===== config.mk =====
export PLATFORM = sky130hd
export DESIGN_NAME = wdwk_watchdog
export DESIGN_NICKNAME = d
export VERILOG_FILES = /design/src/rtl/wdwk_watchdog.v
export VERILOG_INCLUDE_DIRS = /design/src /design/src/rtl
export SDC_FILE = /design/constraint.sdc
export NUM_CORES = 1
export LEC_CHECK = 0
export ABC_AREA = 1
export BUFFER_PORTS_ARGS = -buffer_cell sky130_fd_sc_hd__buf_2
export CAP_MARGIN = 5
export CORE_MARGIN = 5
export CORE_UTILIZATION = 55
export CTS_CLUSTER_DIAMETER = 30
export DETAILED_ROUTE_END_ITERATION = 16
export PLACE_DENSITY = 0.82
export RECOVER_POWER = 50
export SLEW_MARGIN = 10
export SYNTH_ARGS = -nofsm -noshare
export SYNTH_HDL_FRONTEND = slang
export SYNTH_SLANG_ARGS = --single-unit

===== constraint.sdc =====
create_clock -name clk -period 4.4 [get_ports clk]
set_input_delay 0.66 -clock clk [delete_from_list [all_inputs] [get_ports clk]]
set_output_delay 0.66 -clock clk [all_outputs]
set_load 0.02 [all_outputs]

===== src/rtl/wdwk_map.vh =====
// register map, field positions, reset values and timing counts of the watchdog block
`ifndef WDWK_MAP_VH
`define WDWK_MAP_VH
// ----------------------------------------
// register byte addresses
// ----------------------------------------
`define WDWK_ADDR_CTRL    12'h000
`define WDWK_ADDR_WAKE    12'h004
`define WDWK_ADDR_STATUS  12'h008
// ----------------------------------------
// control register fields and reset value
// ----------------------------------------
`define WDWK_KEEP_BIT     7
`define WDWK_SEL_HI       6
`define WDWK_SEL_LO       4
`define WDWK_KEY_HI       3
`define WDWK_KEY_LO       0
`define WDWK_CTRL_RESET   8'h7a
`define WDWK_KEY_DISABLE  4'ha
`define WDWK_WAKE_RESET   8'h00
// ----------------------------------------
// status register fields
// ----------------------------------------
`define WDWK_ST_TO        0
`define WDWK_ST_PDF       1
`define WDWK_ST_HRDY      2
`define WDWK_ST_LRDY      3
`define WDWK_ST_SLEEP     4
`define WDWK_ST_EN        5
// ----------------------------------------
// timing
// ----------------------------------------
`define WDWK_TO_BASE      13
`define WDWK_SYS_DIV      2'd3
`define WDWK_SST_CYCLES   11'd1024
`endif


===== src/rtl/wdwk_watchdog.v =====
// watchdog timer with sleep and idle wake-up handling
//
// Local design decisions: the APB register port and the register offsets.
`timescale 1ns/1ps
`include "wdwk_map.vh"

// Function
// - wake on reset, port edge, interrupt, overflow
// - reset wake full; overflow wake watchdog reset
// - pdf cleared by power-up, clear; set by halt
// - halt sets pdf and clears timeout flag
// - per-pin falling edge wake, resume after halt
// - disabled or stack full: resume, keep pending
// - enabled, stack free: normal interrupt response
// - request set before sleep cannot wake
// - one startup timer, high then low crystal
// - first instruction only after high oscillator ready
// - source is sub clock or system/4
// - timeout is two to thirteen plus select
// - control bit 7 keeps system clock in idle
// - disabled only if config off and key 1010
// - power-on key 1010, select 111, keep 0
// - watchdog instructions are no-ops when disabled
// - overflow in ST_RUN resets device, sets timeout flag
// - sleeping overflow resets pc and sp only
// - counter cleared by reset pin, clears, halt
// - config picks single clear or alternating pair
// - system/4 source stops in deep sleep, idle0
module wdwk_watchdog (
    input  wire        clk,
    input  wire        rst,
    // apb slave
    input  wire        psel,
    input  wire        penable,
    input  wire        pwrite,
    input  wire [11:0] paddr,
    input  wire [31:0] pwdata,
    output reg  [31:0] prdata,
    output reg         pready,
    output reg         pslverr,
    // configuration straps
    input  wire        cfgWdogEnable,
    input  wire        cfgSrcSub,
    input  wire        cfgClrSingle,
    input  wire        cfgSubCrystal,
    // core side, same clock
    input  wire        instrHalt,
    input  wire        idleEnable,
    input  wire        clearWdogSingle,
    input  wire        clearWdogFirst,
    input  wire        clearWdogSecond,
    input  wire [7:0]  intRequest,
    input  wire [7:0]  intEnable,
    input  wire        stackFull,
    // pins and foreign clocks
    input  wire        resetPin_n,
    input  wire [7:0]  portA,
    input  wire        subClock,
    // results
    output reg         fullReset,
    output reg         wdogReset,
    output reg         wakeResume,
    output reg         intRespond,
    output reg         coreHold,
    output reg         sysClkRun,
    output reg         timeoutFlag,
    output reg         powerDownFlag,
    output reg         highOscReady,
    output reg         lowOscReady
);

// ----------------------------------------
// states
// ----------------------------------------
localparam [3:0] ST_RUN   = 4'b0001;
localparam [3:0] ST_SLEEP = 4'b0010;
localparam [3:0] ST_HOSC  = 4'b0100;
localparam [3:0] ST_LOSC  = 4'b1000;

// ----------------------------------------
// declarations
// ----------------------------------------
reg  [7:0]  ctrlReg;
reg  [7:0]  wakeEnable;
reg  [3:0]  state;
reg  [19:0] wdogCount;
reg  [1:0]  sysDiv;
reg         clrLast;
reg  [7:0]  wakeArm;
reg  [10:0] sstCount;
reg         lowPending;
reg         deepSleep;
reg         resetSync1;
reg         resetSync2;
reg  [7:0]  portSync1;
reg  [7:0]  portSync2;
reg  [7:0]  portPrev;
reg         subSync1;
reg         subSync2;
reg         subPrev;
wire        wdogOn;
wire        srcTick;
wire        srcStopped;
wire        overflow;
wire        clearOk;
wire        resetLow;
wire        portWake;
wire        intWake;
wire        apbSetup;
wire        apbWrite;
wire        haltNow;

// ----------------------------------------
// helpers
// ----------------------------------------
// last count of the selected time-out period
function [19:0] lastCount;
    input [2:0] sel;
    begin
        lastCount = (20'h00001 << (`WDWK_TO_BASE + sel)) - 20'h00001;
    end
endfunction

// address decode used by read and write paths
function [1:0] regIndex;
    input [11:0] addr;
    begin
        if (addr == `WDWK_ADDR_CTRL) begin
            regIndex = 2'd0;
        end else if (addr == `WDWK_ADDR_WAKE) begin
            regIndex = 2'd1;
        end else if (addr == `WDWK_ADDR_STATUS) begin
            regIndex = 2'd2;
        end else begin
            regIndex = 2'd3;
        end
    end
endfunction

// ----------------------------------------
// synchronisers for pins and sub clock
// ----------------------------------------
// two flops before any logic looks at a pin
always @(posedge clk) begin
    if (rst) begin
        resetSync1 <= 1'b1;
        resetSync2 <= 1'b1;
        portSync1  <= 8'hff;
        portSync2  <= 8'hff;
        portPrev   <= 8'hff;
        subSync1   <= 1'b0;
        subSync2   <= 1'b0;
        subPrev    <= 1'b0;
    end else begin
        resetSync1 <= resetPin_n;
        resetSync2 <= resetSync1;
        portSync1  <= portA;
        portSync2  <= portSync1;
        portPrev   <= portSync2;
        subSync1   <= subClock;
        subSync2   <= subSync1;
        subPrev    <= subSync2;
    end
end

// ----------------------------------------
// derived conditions
// ----------------------------------------
assign wdogOn = cfgWdogEnable |
                (ctrlReg[`WDWK_KEY_HI:`WDWK_KEY_LO] != `WDWK_KEY_DISABLE);
// system clock stops in sleep and in idle without keep
assign srcStopped = (state == ST_SLEEP) &
                    (~idleEnable | ~ctrlReg[`WDWK_KEEP_BIT]);
assign srcTick = cfgSrcSub ? (subSync2 & ~subPrev)
                           : ((sysDiv == `WDWK_SYS_DIV) & ~srcStopped);
assign overflow = wdogOn & srcTick &
                  (wdogCount == lastCount(ctrlReg[`WDWK_SEL_HI:`WDWK_SEL_LO]));
// single clear, or alternating pair where a repeat does nothing
assign clearOk = wdogOn & (cfgClrSingle ? clearWdogSingle :
                 ((clearWdogFirst & ~clrLast) | (clearWdogSecond & clrLast)));
// halt counts whenever the core is actually running, low crystal start-up included
assign haltNow = instrHalt & ((state == ST_RUN) | (state == ST_LOSC));
assign resetLow = ~resetSync2;
assign portWake = |(wakeEnable & portPrev & ~portSync2);
assign intWake  = |(intRequest & wakeArm);
assign apbSetup = psel & ~penable;
assign apbWrite = psel & penable & pready & pwrite;

// ----------------------------------------
// apb slave, one wait-free access cycle
// ----------------------------------------
// answer is prepared in setup and shown in the access phase
always @(posedge clk) begin
    if (rst) begin
        pready  <= 1'b0;
        pslverr <= 1'b0;
        prdata  <= 32'h00000000;
    end else begin
        pready  <= apbSetup;
        pslverr <= apbSetup & (regIndex(paddr) == 2'd3);
        if (apbSetup & ~pwrite) begin
            if (regIndex(paddr) == 2'd0) begin
                prdata <= {24'h000000, ctrlReg};
            end else if (regIndex(paddr) == 2'd1) begin
                prdata <= {24'h000000, wakeEnable};
            end else if (regIndex(paddr) == 2'd2) begin
                prdata <= {26'h0000000, wdogOn, (state == ST_SLEEP),
                           lowOscReady, highOscReady, powerDownFlag, timeoutFlag};
            end else begin
                prdata <= 32'h00000000;
            end
        end else begin
            prdata <= 32'h00000000;
        end
    end
end

// register writes take effect at the completing edge
always @(posedge clk) begin
    if (rst) begin
        ctrlReg    <= `WDWK_CTRL_RESET;
        wakeEnable <= `WDWK_WAKE_RESET;
    end else if (apbWrite) begin
        if (regIndex(paddr) == 2'd0) begin
            ctrlReg <= pwdata[7:0];
        end else if (regIndex(paddr) == 2'd1) begin
            wakeEnable <= pwdata[7:0];
        end
    end
end

// ----------------------------------------
// source clock divider and counter
// ----------------------------------------
// system clock divided by four, frozen while the clock is stopped
always @(posedge clk) begin
    if (rst) begin
        sysDiv <= 2'd0;
    end else if (~srcStopped) begin
        sysDiv <= sysDiv + 2'd1;
    end
end

// counter clears on reset pin, clear instruction, halt, overflow
always @(posedge clk) begin
    if (rst) begin
        wdogCount <= 20'h00000;
    end else if (resetLow | clearOk | haltNow) begin
        wdogCount <= 20'h00000;
    end else if (~wdogOn | overflow) begin
        wdogCount <= 20'h00000;
    end else if (srcTick) begin
        wdogCount <= wdogCount + 20'h00001;
    end
end

// alternate clear tracking: low means first is expected
always @(posedge clk) begin
    if (rst) begin
        clrLast <= 1'b0;
    end else if (clearOk & ~cfgClrSingle) begin
        clrLast <= ~clrLast;
    end
end

// ----------------------------------------
// status flags
// ----------------------------------------
// overflow sets timeout flag and wins over the halt clear
always @(posedge clk) begin
    if (rst) begin
        timeoutFlag   <= 1'b0;
        powerDownFlag <= 1'b0;
    end else begin
        if (overflow) begin
            timeoutFlag <= 1'b1;
        end else if (haltNow) begin
            timeoutFlag <= 1'b0;
        end
        if (haltNow) begin
            powerDownFlag <= 1'b1;
        end else if (clearOk) begin
            powerDownFlag <= 1'b0;
        end
    end
end

// ----------------------------------------
// sleep, wake and start-up sequencing
// ----------------------------------------
always @(posedge clk) begin
    if (rst) begin
        state        <= ST_RUN;
        wakeArm      <= 8'h00;
        sstCount     <= 11'd0;
        lowPending   <= 1'b0;
        deepSleep    <= 1'b0;
        fullReset    <= 1'b0;
        wdogReset    <= 1'b0;
        wakeResume   <= 1'b0;
        intRespond   <= 1'b0;
        coreHold     <= 1'b0;
        sysClkRun    <= 1'b1;
        highOscReady <= 1'b1;
        lowOscReady  <= 1'b1;
    end else begin
        fullReset  <= resetLow; // pin low requests reset in every state
        wdogReset  <= 1'b0;
        wakeResume <= 1'b0;
        intRespond <= 1'b0;
        case (state)
            ST_RUN: begin
                if (resetLow) begin
                    fullReset <= 1'b1;
                end else if (overflow) begin
                    fullReset <= 1'b1;
                end else if (instrHalt) begin
                    // only requests clear at entry may wake later
                    wakeArm   <= ~intRequest;
                    deepSleep <= ~idleEnable & ~wdogOn;
                    coreHold  <= 1'b1;
                    sysClkRun <= idleEnable & ctrlReg[`WDWK_KEEP_BIT];
                    if (~idleEnable & ~wdogOn) begin
                        highOscReady <= 1'b0;
                        lowOscReady  <= ~cfgSubCrystal;
                    end
                    state <= ST_SLEEP;
                end
            end
            ST_SLEEP: begin
                if (resetLow) begin
                    fullReset <= 1'b1;
                    state     <= ST_HOSC;
                end else if (overflow) begin
                    wdogReset <= 1'b1;
                    state     <= ST_HOSC;
                end else if (portWake | intWake) begin
                    wakeResume <= 1'b1;
                    intRespond <= intWake & |(intRequest & wakeArm & intEnable) &
                                  ~stackFull;
                    state      <= ST_HOSC;
                end
                sstCount   <= 11'd0;
                lowPending <= deepSleep & cfgSubCrystal;
            end
            ST_HOSC: begin
                // high crystal start-up first, core held until ready
                if (highOscReady | (sstCount == `WDWK_SST_CYCLES - 11'd1)) begin
                    highOscReady <= 1'b1;
                    coreHold     <= 1'b0;
                    sysClkRun    <= 1'b1;
                    sstCount     <= 11'd0;
                    state        <= lowPending ? ST_LOSC : ST_RUN;
                end else begin
                    sstCount <= sstCount + 11'd1;
                end
            end
            ST_LOSC: begin
                // low crystal reuses the timer, core already running
                if (sstCount == `WDWK_SST_CYCLES - 11'd1) begin
                    lowOscReady <= 1'b1;
                    lowPending  <= 1'b0;
                    state       <= ST_RUN;
                end else begin
                    sstCount <= sstCount + 11'd1;
                end
                if (instrHalt) begin
                    wakeArm   <= ~intRequest;
                    deepSleep <= ~idleEnable & ~wdogOn;
                    coreHold  <= 1'b1;
                    sysClkRun <= idleEnable & ctrlReg[`WDWK_KEEP_BIT];
                    state     <= ST_SLEEP;
                end
            end
            default: begin
                state <= ST_RUN;
            end
        endcase
    end
end

endmodule // wdwk_watchdog


==> results.yml, run 1 <==
status:
  status: "finished, violations left"
  violations: "max-capacitance violations, max-slew violations"
logic_synthesis:
  synth_compound_area_frac: 0.1205
  synth_top_area_frac: 0.3794
  synth-edff-count: 0
  synth_top_family_by_area: "simple AND/OR/NAND/NOR gates"
  synth_fa_ha_area_frac: 0.01259
  netlist_instances: 838
  synthSimpleGateAreaFrac: 0.3328
  synth_seq_cells: 113
  synth_xor_area_frac: 0.03085
  dominantRegCellSynth: "dfxtp_1"
  synthMuxAreaShare: 0
  syn-mean-instance-area_sq_um: 7.115
  synth_area_leader_cell: "dfxtp_1"
  synth.area.top_cells: "dfxtp_1 (38%), nand2_1 (10%), inv_1 (6.6%)"
  yosysWarnings: 0
  ys_seq_area_frac: 0.3794
  synth_cell_type_count: 47
  async_flop_share: 0
  syn_area_sq_um: 5962
grt:
  grt_pass1_vias: 5290
  grt_use_met1: 0.2793
  met2_usage: 0.3934
  grt_overflow_total: 0
  grt_max_degree: 52
  top_usage_layer: "met2"
  use_met3: 0.04651
  antenna_found_initial: 0
  grtUsageTotal: 0.2281
  grt_first_pass_wirelength_um: 24030
detailed_routing:
  wirelength_um: 14610
  vias_per_cell: 5.196
  drcViolationCount: 0
  drtIter0Drc: 275
  wl_per_cell_um: 13.58
  vias: 5591
  dr.pass1.iters: 5
  ant_nets: 0
pwr:
  netSwitchingPower_uw: 739.3
  power_leakage_uw: 0.003046
  power_density_nw_per_um2: 384.1
  p_sw_frac: 0.2787
  clock_power_share: 0.502
  p_int_uw: 1914
  power_frac_seq: 0.408
  pwr-share-comb: 0.090
  ir_worst_vdd_v: 0.0002105
sta:
  tightest_slew_ns: 1.973
  period_needed_ns: 3.837
  tns_ns: 0
  setup_viol: 0
  slew_headroom: -0.3157
  fmax_ghz: 0.2606
  finalMaxSlewViolations: 52
  finalClockSkew_ns: 0.01133
  finalHoldViolCount: 0
  rsz0062_at_grt: "no"
  period_share: 0.8721
worst_hold_path:
  hp-class: "input pin to flip-flop"
setup_path:
  crit_fanout: 18
  crit_arrival_ns: 4.25
  cp_num_buf_inv: 1
  cp-start-kind: "flip-flop"
  crit_path_top_delay_cell: "dfxtp_1"
  crit_family: "simple AND/OR/NAND/NOR gates"
  criticalPathCategory: "flip-flop to flip-flop"
  cp_slowest_stage_delay_ns: 0.58
  crit_path_frequent_cell: "nand2_1"
  cp-end-kind: "flip-flop"
  crit_chain: "nand2_4 -> ha_1 -> nand4_2 -> ha_1 -> nand2_1 -> nand3_1 -> nor2_1 -> nand3_1 -> nor2_2 -> nand2_1 -> nor2_1 -> nand2_1 -> nor2_1 -> nand2_1 -> nor2_2 -> nand2_4 -> nand2_4 -> nand2_4 -> nand2_8 -> nand2_1 -> o21ai_2 -> inv_2 -> nor2_1"
  worstPathRequired_ns: 4.82
layout:
  antennaDiodeCount: 0
  utilization: 0.6428
  syn_to_final_growth_pct: 15.84
  fin_nets: 1014
  design_area_sq_um: 6907
  final_cells: 1076
  drive_above_1_share: 0.1859
placement:
  dp_cells: 1044
  detailed_place_hpwl_um: 10710
  place_congestion: 0.9708
  placed_area_sq_um: 6367
  portBuffers: 80
flow_run:
  maxCapViolations: 1
clock_network:
  clk-insertion-delay-late_ns: 0.52
  cts-root-buf: "clkbuf_8"
  cts_resized: 0
  h-tree-depth: 4
  numClockSinks: 113
  cts_buffers: 17
  clockBufferDepth: 2
  hold_buffers: 0
  cts_tree: "yes"
  cts_setup_buffers: 0
  clk_pin_slew_ns: 0.06
die:
  core_sq_um: 10750
  die_area_sq_um: 13020
  initial_utilization: 0.5548
  row_count: 38
  io_pins: 129
  fp.dieH_um: 114.1
  die_w_um: 114.1
-- cells by family after synthesis --
| kind of cell | after synthesis |
|---|---|
| compound gates | 118 |
| xor+xnor | 21 |
| fa+ha+maj | 6 |
| buf+inv | 160 |
| flops | 113 |
| other cells | 1 |
| simple gates | 419 |
-- worst paths after layout --
| check | from | end | slack, ns | cells after the start |
|---|---|---|---|---|
| max | ctrlReg[5] | wakeArm[0] | 0.56 | 23 |
| min | portA[0] | portSync1[0] | 0.32 | 2 |
| max reg2reg | ctrlReg[5] | wakeArm[0] | 0.56 | 23 |
| min reg2reg | subSync1 | subSync2 | 0.41 | 2 |
-- sequential cells by signal (all words and copies together) (netlist names), 8 cells and up --
register    flops
portPrev        8
ctrlReg         8
wakeEnable      8
sstCount       11
wdogCount      20
portSync1       8
portSync2       8
wakeArm         8
prdata          8
-- synthesized netlist by cell type, types with 2 or more instances --
| cell type | instances |
|---|---|
| nor2_2 | 10 |
| a211oi_1 | 2 |
| a221oi_1 | 9 |
| nand3_1 | 54 |
| a21oi_2 | 2 |
| inv_2 | 12 |
| nand2_2 | 6 |
| nand3b_1 | 3 |
| o221ai_1 | 2 |
| nor3_1 | 24 |
| nor4_1 | 4 |
| buf_6 | 2 |
| o21ai_2 | 7 |
| inv_1 | 105 |
| nand2_4 | 5 |
| nor3b_1 | 3 |
| o211ai_1 | 8 |
| xnor2_1 | 6 |
| or2_2 | 29 |
| nand2_1 | 164 |
| o21ai_1 | 6 |
| xor2_1 | 15 |
| nand4_1 | 17 |
| inv_4 | 2 |
| buf_2 | 3 |
| nor2_1 | 91 |
| ha_1 | 6 |
| a31oi_1 | 2 |
| o22ai_1 | 3 |
| nand3_2 | 2 |
| o21ai_0 | 32 |
| buf_4 | 25 |
| a21oi_1 | 41 |
| clkbuf_1 | 9 |
| nand3_4 | 3 |
| dfxtp_1 | 113 |
-- cells in the final DEF, fill, tap and decap left out, drive strengths merged, types with 4 or more instances in the layout --
master / netlist / routed
a221oi: 9 / 9
nand4: 18 / 18
xor2: 15 / 15
conb: 1 / 24
dfxtp: 113 / 113
o211ai: 8 / 8
nor4: 4 / 4
nor2: 102 / 102
o21ai: 45 / 45
nand3: 59 / 59
clkbuf: 9 / 40
or2: 29 / 29
xnor2: 6 / 6
nor3: 24 / 24
ha: 6 / 6
a21oi: 44 / 44
inv: 119 / 130
nand2: 176 / 176
buf: 31 / 60
-- per-stage QoR --
stage | setup slack, ns | power [uW] | hold WS [ns]
6_report | 0.5629 | 2653 | 0.3214
5_1_grt | 0.2599 | 2760 | 0.2993
4_1_cts | 0.6159 | 2669 | 0.3013
3_5_place_dp | 0.6950 | 1341 | 0.3923
3_3_place_gp | 0.7472 | 1338 | 0.3905
2_1_floorplan | 1.324 | 1285 | 0.3883
-- area by class of cell --
class	instances	area, sq um
Clock buffer	17	414.1
Clock inverter	15	158.9
Fill cell	989	3839
Inverter	120	455.4
Multi-Input combinational cell	588	3052
Sequential cell	113	2262
Tap cell	140	175.2
Timing Repair Buffer	83	389.1
-- power groups by stage --
stage	logic (uW)	registers, uW	clock network, uW
global route	267	1090	1410
global placement	234	1100	0
detailed placement	237	1100	0
finish	239	1080	1330
CTS	241	1080	1350
floorplan	178	1110	0
-- layer usage --
layer	up-vias	wire, um
li1	2842	-
met1	2562	6269
met2	165	7254
met3	22	854
met4	0	235
met5	-	0
No activity file was read; power rests on OpenSTA's default activity.
==> run 2, diff against run 1 <==
--- a/config.mk
+++ b/config.mk
@@ -9,11 +9,13 @@
 export ABC_AREA = 1
 export BUFFER_PORTS_ARGS = -buffer_cell sky130_fd_sc_hd__buf_2
 export CAP_MARGIN = 5
+export CELL_PAD_IN_SITES_DETAIL_PLACEMENT = 1
+export CELL_PAD_IN_SITES_GLOBAL_PLACEMENT = 1
 export CORE_MARGIN = 5
-export CORE_UTILIZATION = 55
+export CORE_UTILIZATION = 39
 export CTS_CLUSTER_DIAMETER = 30
 export DETAILED_ROUTE_END_ITERATION = 16
-export PLACE_DENSITY = 0.82
+export PLACE_DENSITY = 0.81
 export RECOVER_POWER = 50
 export SLEW_MARGIN = 10
 export SYNTH_ARGS = -nofsm -noshare
==> constraint.sdc (replaced) <==
create_clock -name clk -period 3.6 [get_ports clk]
set_input_delay 0.54 -clock clk [delete_from_list [all_inputs] [get_ports clk]]
set_output_delay 0.54 -clock clk [all_outputs]
set_load 0.02 [all_outputs]
==> results.yml, run 2 (same netlist as run 1, synthesis figures left out) <==
layout:
  layout.filler_cells: 2005
  largest_register: "wdogCount"
  final_cells: 1131
  antennaDiodeCount: 0
  largest_reg_flops: 20
  drive_above_1_share: 0.1951
  syn_to_final_growth_pct: 18.15
  regArea_sq_um: 2263
  multi_input_area_sq_um: 3052
  final_common_cell: "nand2_1"
  fin_nets: 1021
  top_regs: "wdogCount x20, sstCount x11"
  layout_common_cells: "nand2_1 (164), dfxtp_1 (112), inv_1 (105)"
sta:
  slew_headroom: 0.4188
  setup_viol: 0
  rsz0062_at_grt: "no"
  finalClockSkew_ns: 0.01011
  finalMaxSlewViolations: 0
  tns_ns: 0
  tightest_slew_ns: 0.8718
  period_needed_ns: 3.232
  fmax_ghz: 0.3094
  finalHoldViolCount: 0
  period_share: 0.8978
setup_path:
  crit_arrival_ns: 3.59
  timing.rr.end: "wakeArm[2]"
  worstPathRequired_ns: 3.96
  crit_path_end: "wakeArm[2]"
  reg2reg_slack_ns: 0.37
  criticalPathCategory: "flip-flop to flip-flop"
  r2r_start: "ctrlReg[6]"
  cp-start-kind: "flip-flop"
  startpoint: "ctrlReg[6]"
  crit_fanout: 18
  cp-end-kind: "flip-flop"
  r2r_cells: 23
detailed_routing:
  dr.pass1.iters: 4
  vias_per_cell: 5.015
  ant_nets: 0
  wirelength_um: 17180
  drtIter0Drc: 334
  vias: 5672
  drcViolationCount: 0
  wl_per_cell_um: 15.19
pwr:
  p_int_uw: 2443
  clock_power_share: 0.507
  power_leakage_uw: 0.003091
  pwr-share-comb: 0.093
  power_density_nw_per_um2: 470.1
  ir_worst_vdd_v: 0.0003306
  p_sw_frac: 0.2623
  power_frac_seq: 0.400
  netSwitchingPower_uw: 868.4
status:
  status: "finished, final reports clean"
die:
  initial_utilization: 0.3951
  row_count: 45
  die_area_sq_um: 17860
  io_pins: 129
  die_w_um: 133.6
  core_sq_um: 15090
  fp.dieH_um: 133.6
grt:
  grtUsageTotal: 0.1960
  grt_overflow_total: 0
  grt_max_degree: 53
  antenna_found_initial: 0
  grt_pass1_vias: 5925
  grt_first_pass_wirelength_um: 28130
placement:
  portBuffers: 80
  place_congestion: 0.8703
  detailed_place_hpwl_um: 13020
  dp_cells: 1099
clock_network:
  h-tree-depth: 4
  cts-root-buf: "clkbuf_16"
  cts_tree: "yes"
  clk-insertion-delay-late_ns: 0.42
  hold_buffers: 0
  clockBufferDepth: 2
  cts_setup_buffers: 0
  cts_buffers: 17
  numClockSinks: 113
  clk_pin_slew_ns: 0.06
flow_run:
  maxCapViolations: 0
worst_hold_path:
  hp-class: "input pin to flip-flop"
-- run 2: changes by cell type in the layout (fill, tap and decap cells not counted), sizes merged --
| cell | before | now |
|---|---|---|
| buf | 60 | 69 |
| inv | 130 | 123 |
| clkinv | 1 | 5 |
| bufinv | 1 | 2 |
| clkbuf | 40 | 39 |
| clkinvlp | 3 | 4 |
-- run 2: per-layer routing --
| metal | part of all wire | track usage | wire, um | vias up |
|---|---|---|---|---|
| met5 | 0 | 0 | 0 | - |
| met4 | 0.018 | 0.06686 | 303 | 0 |
| met3 | 0.039 | 0.05023 | 677 | 23 |
| met2 | 0.51 | 0.3524 | 8739 | 111 |
| met1 | 0.43 | 0.2258 | 7464 | 2692 |
| li1 | - | - | - | 2846 |
-- run 2: timing repair --
item	4_1_cts	5_1_grt
endpoints found under the setup margin	0	36
resized for setup	0	1
hold endpoints to repair	0	0
-- run 2: worst min path at each step --
| stage | startpoint | end | slack (ns) | cells past startpoint |
|---|---|---|---|---|
| floorplan | subSync1 | subSync2 | 0.39 | 2 |
| global placement | portSync1[0] | portSync2[0] | 0.39 | 1 |
| detailed placement | subSync1 | subSync2 | 0.40 | 2 |
| CTS | portA[7] | portSync1[7] | 0.29 | 2 |
| global route | resetPin_n | resetSync1 | 0.29 | 2 |
| finish | portA[7] | portSync1[7] | 0.30 | 2 |
-- run 2: final cells by class --
cell class | instances | area share
Clock buffer | 18 | 0.06234
Clock inverter | 14 | 0.02167
Inverter | 120 | 0.06465
Multi-Input combinational cell | 588 | 0.4332
Sequential cell | 113 | 0.3213
Tap cell | 188 | 0.03339
Timing Repair Buffer | 90 | 0.06341
-- run 2: power groups by stage --
stage	Clock, uW	Combinational [uW]	Sequential, uW
global placement	0	304	1350
global route	1780	343	1330
floorplan	0	218	1350
detailed placement	0	312	1350
CTS	1710	315	1320
finish	1680	308	1320
-- run 2: through the flow --
stage                     utilization  cell area, sq um  power, uW  hold WS [ns]  setup WS, ns
final                          0.4668              7044       3311        0.3025        0.3680
after floorplan                     -              6048       1570        0.3883        0.5244
after CTS                      0.4687              7072       3349        0.2894        0.1906
after global placement         0.4294              6480       1652        0.3907        0.3113
after global routing           0.4668              7044       3453        0.2881      0.008849
after detailed placement       0.4294              6480       1662        0.3958        0.2273
-- run 2: critical path, cell delays in order (launching register included) --
cell and delay [ns]:
dfxtp_2 0.42, inv_4 0.11, ha_1 0.43, nand4_2 0.20, ha_1 0.34, nand2_1 0.07
nand3_1 0.06, nor2_1 0.10, nand3_1 0.10, nor2_2 0.12, nand2_1 0.06, nor2_1 0.08
nand2_1 0.05, nor2_1 0.08, nand2_1 0.07, nor2_2 0.18, nand2_4 0.10, nand2_4 0.09
nand2_4 0.07, nand2_8 0.14, nand2_1 0.07, o21ai_1 0.10, inv_2 0.05, nor2_2 0.06
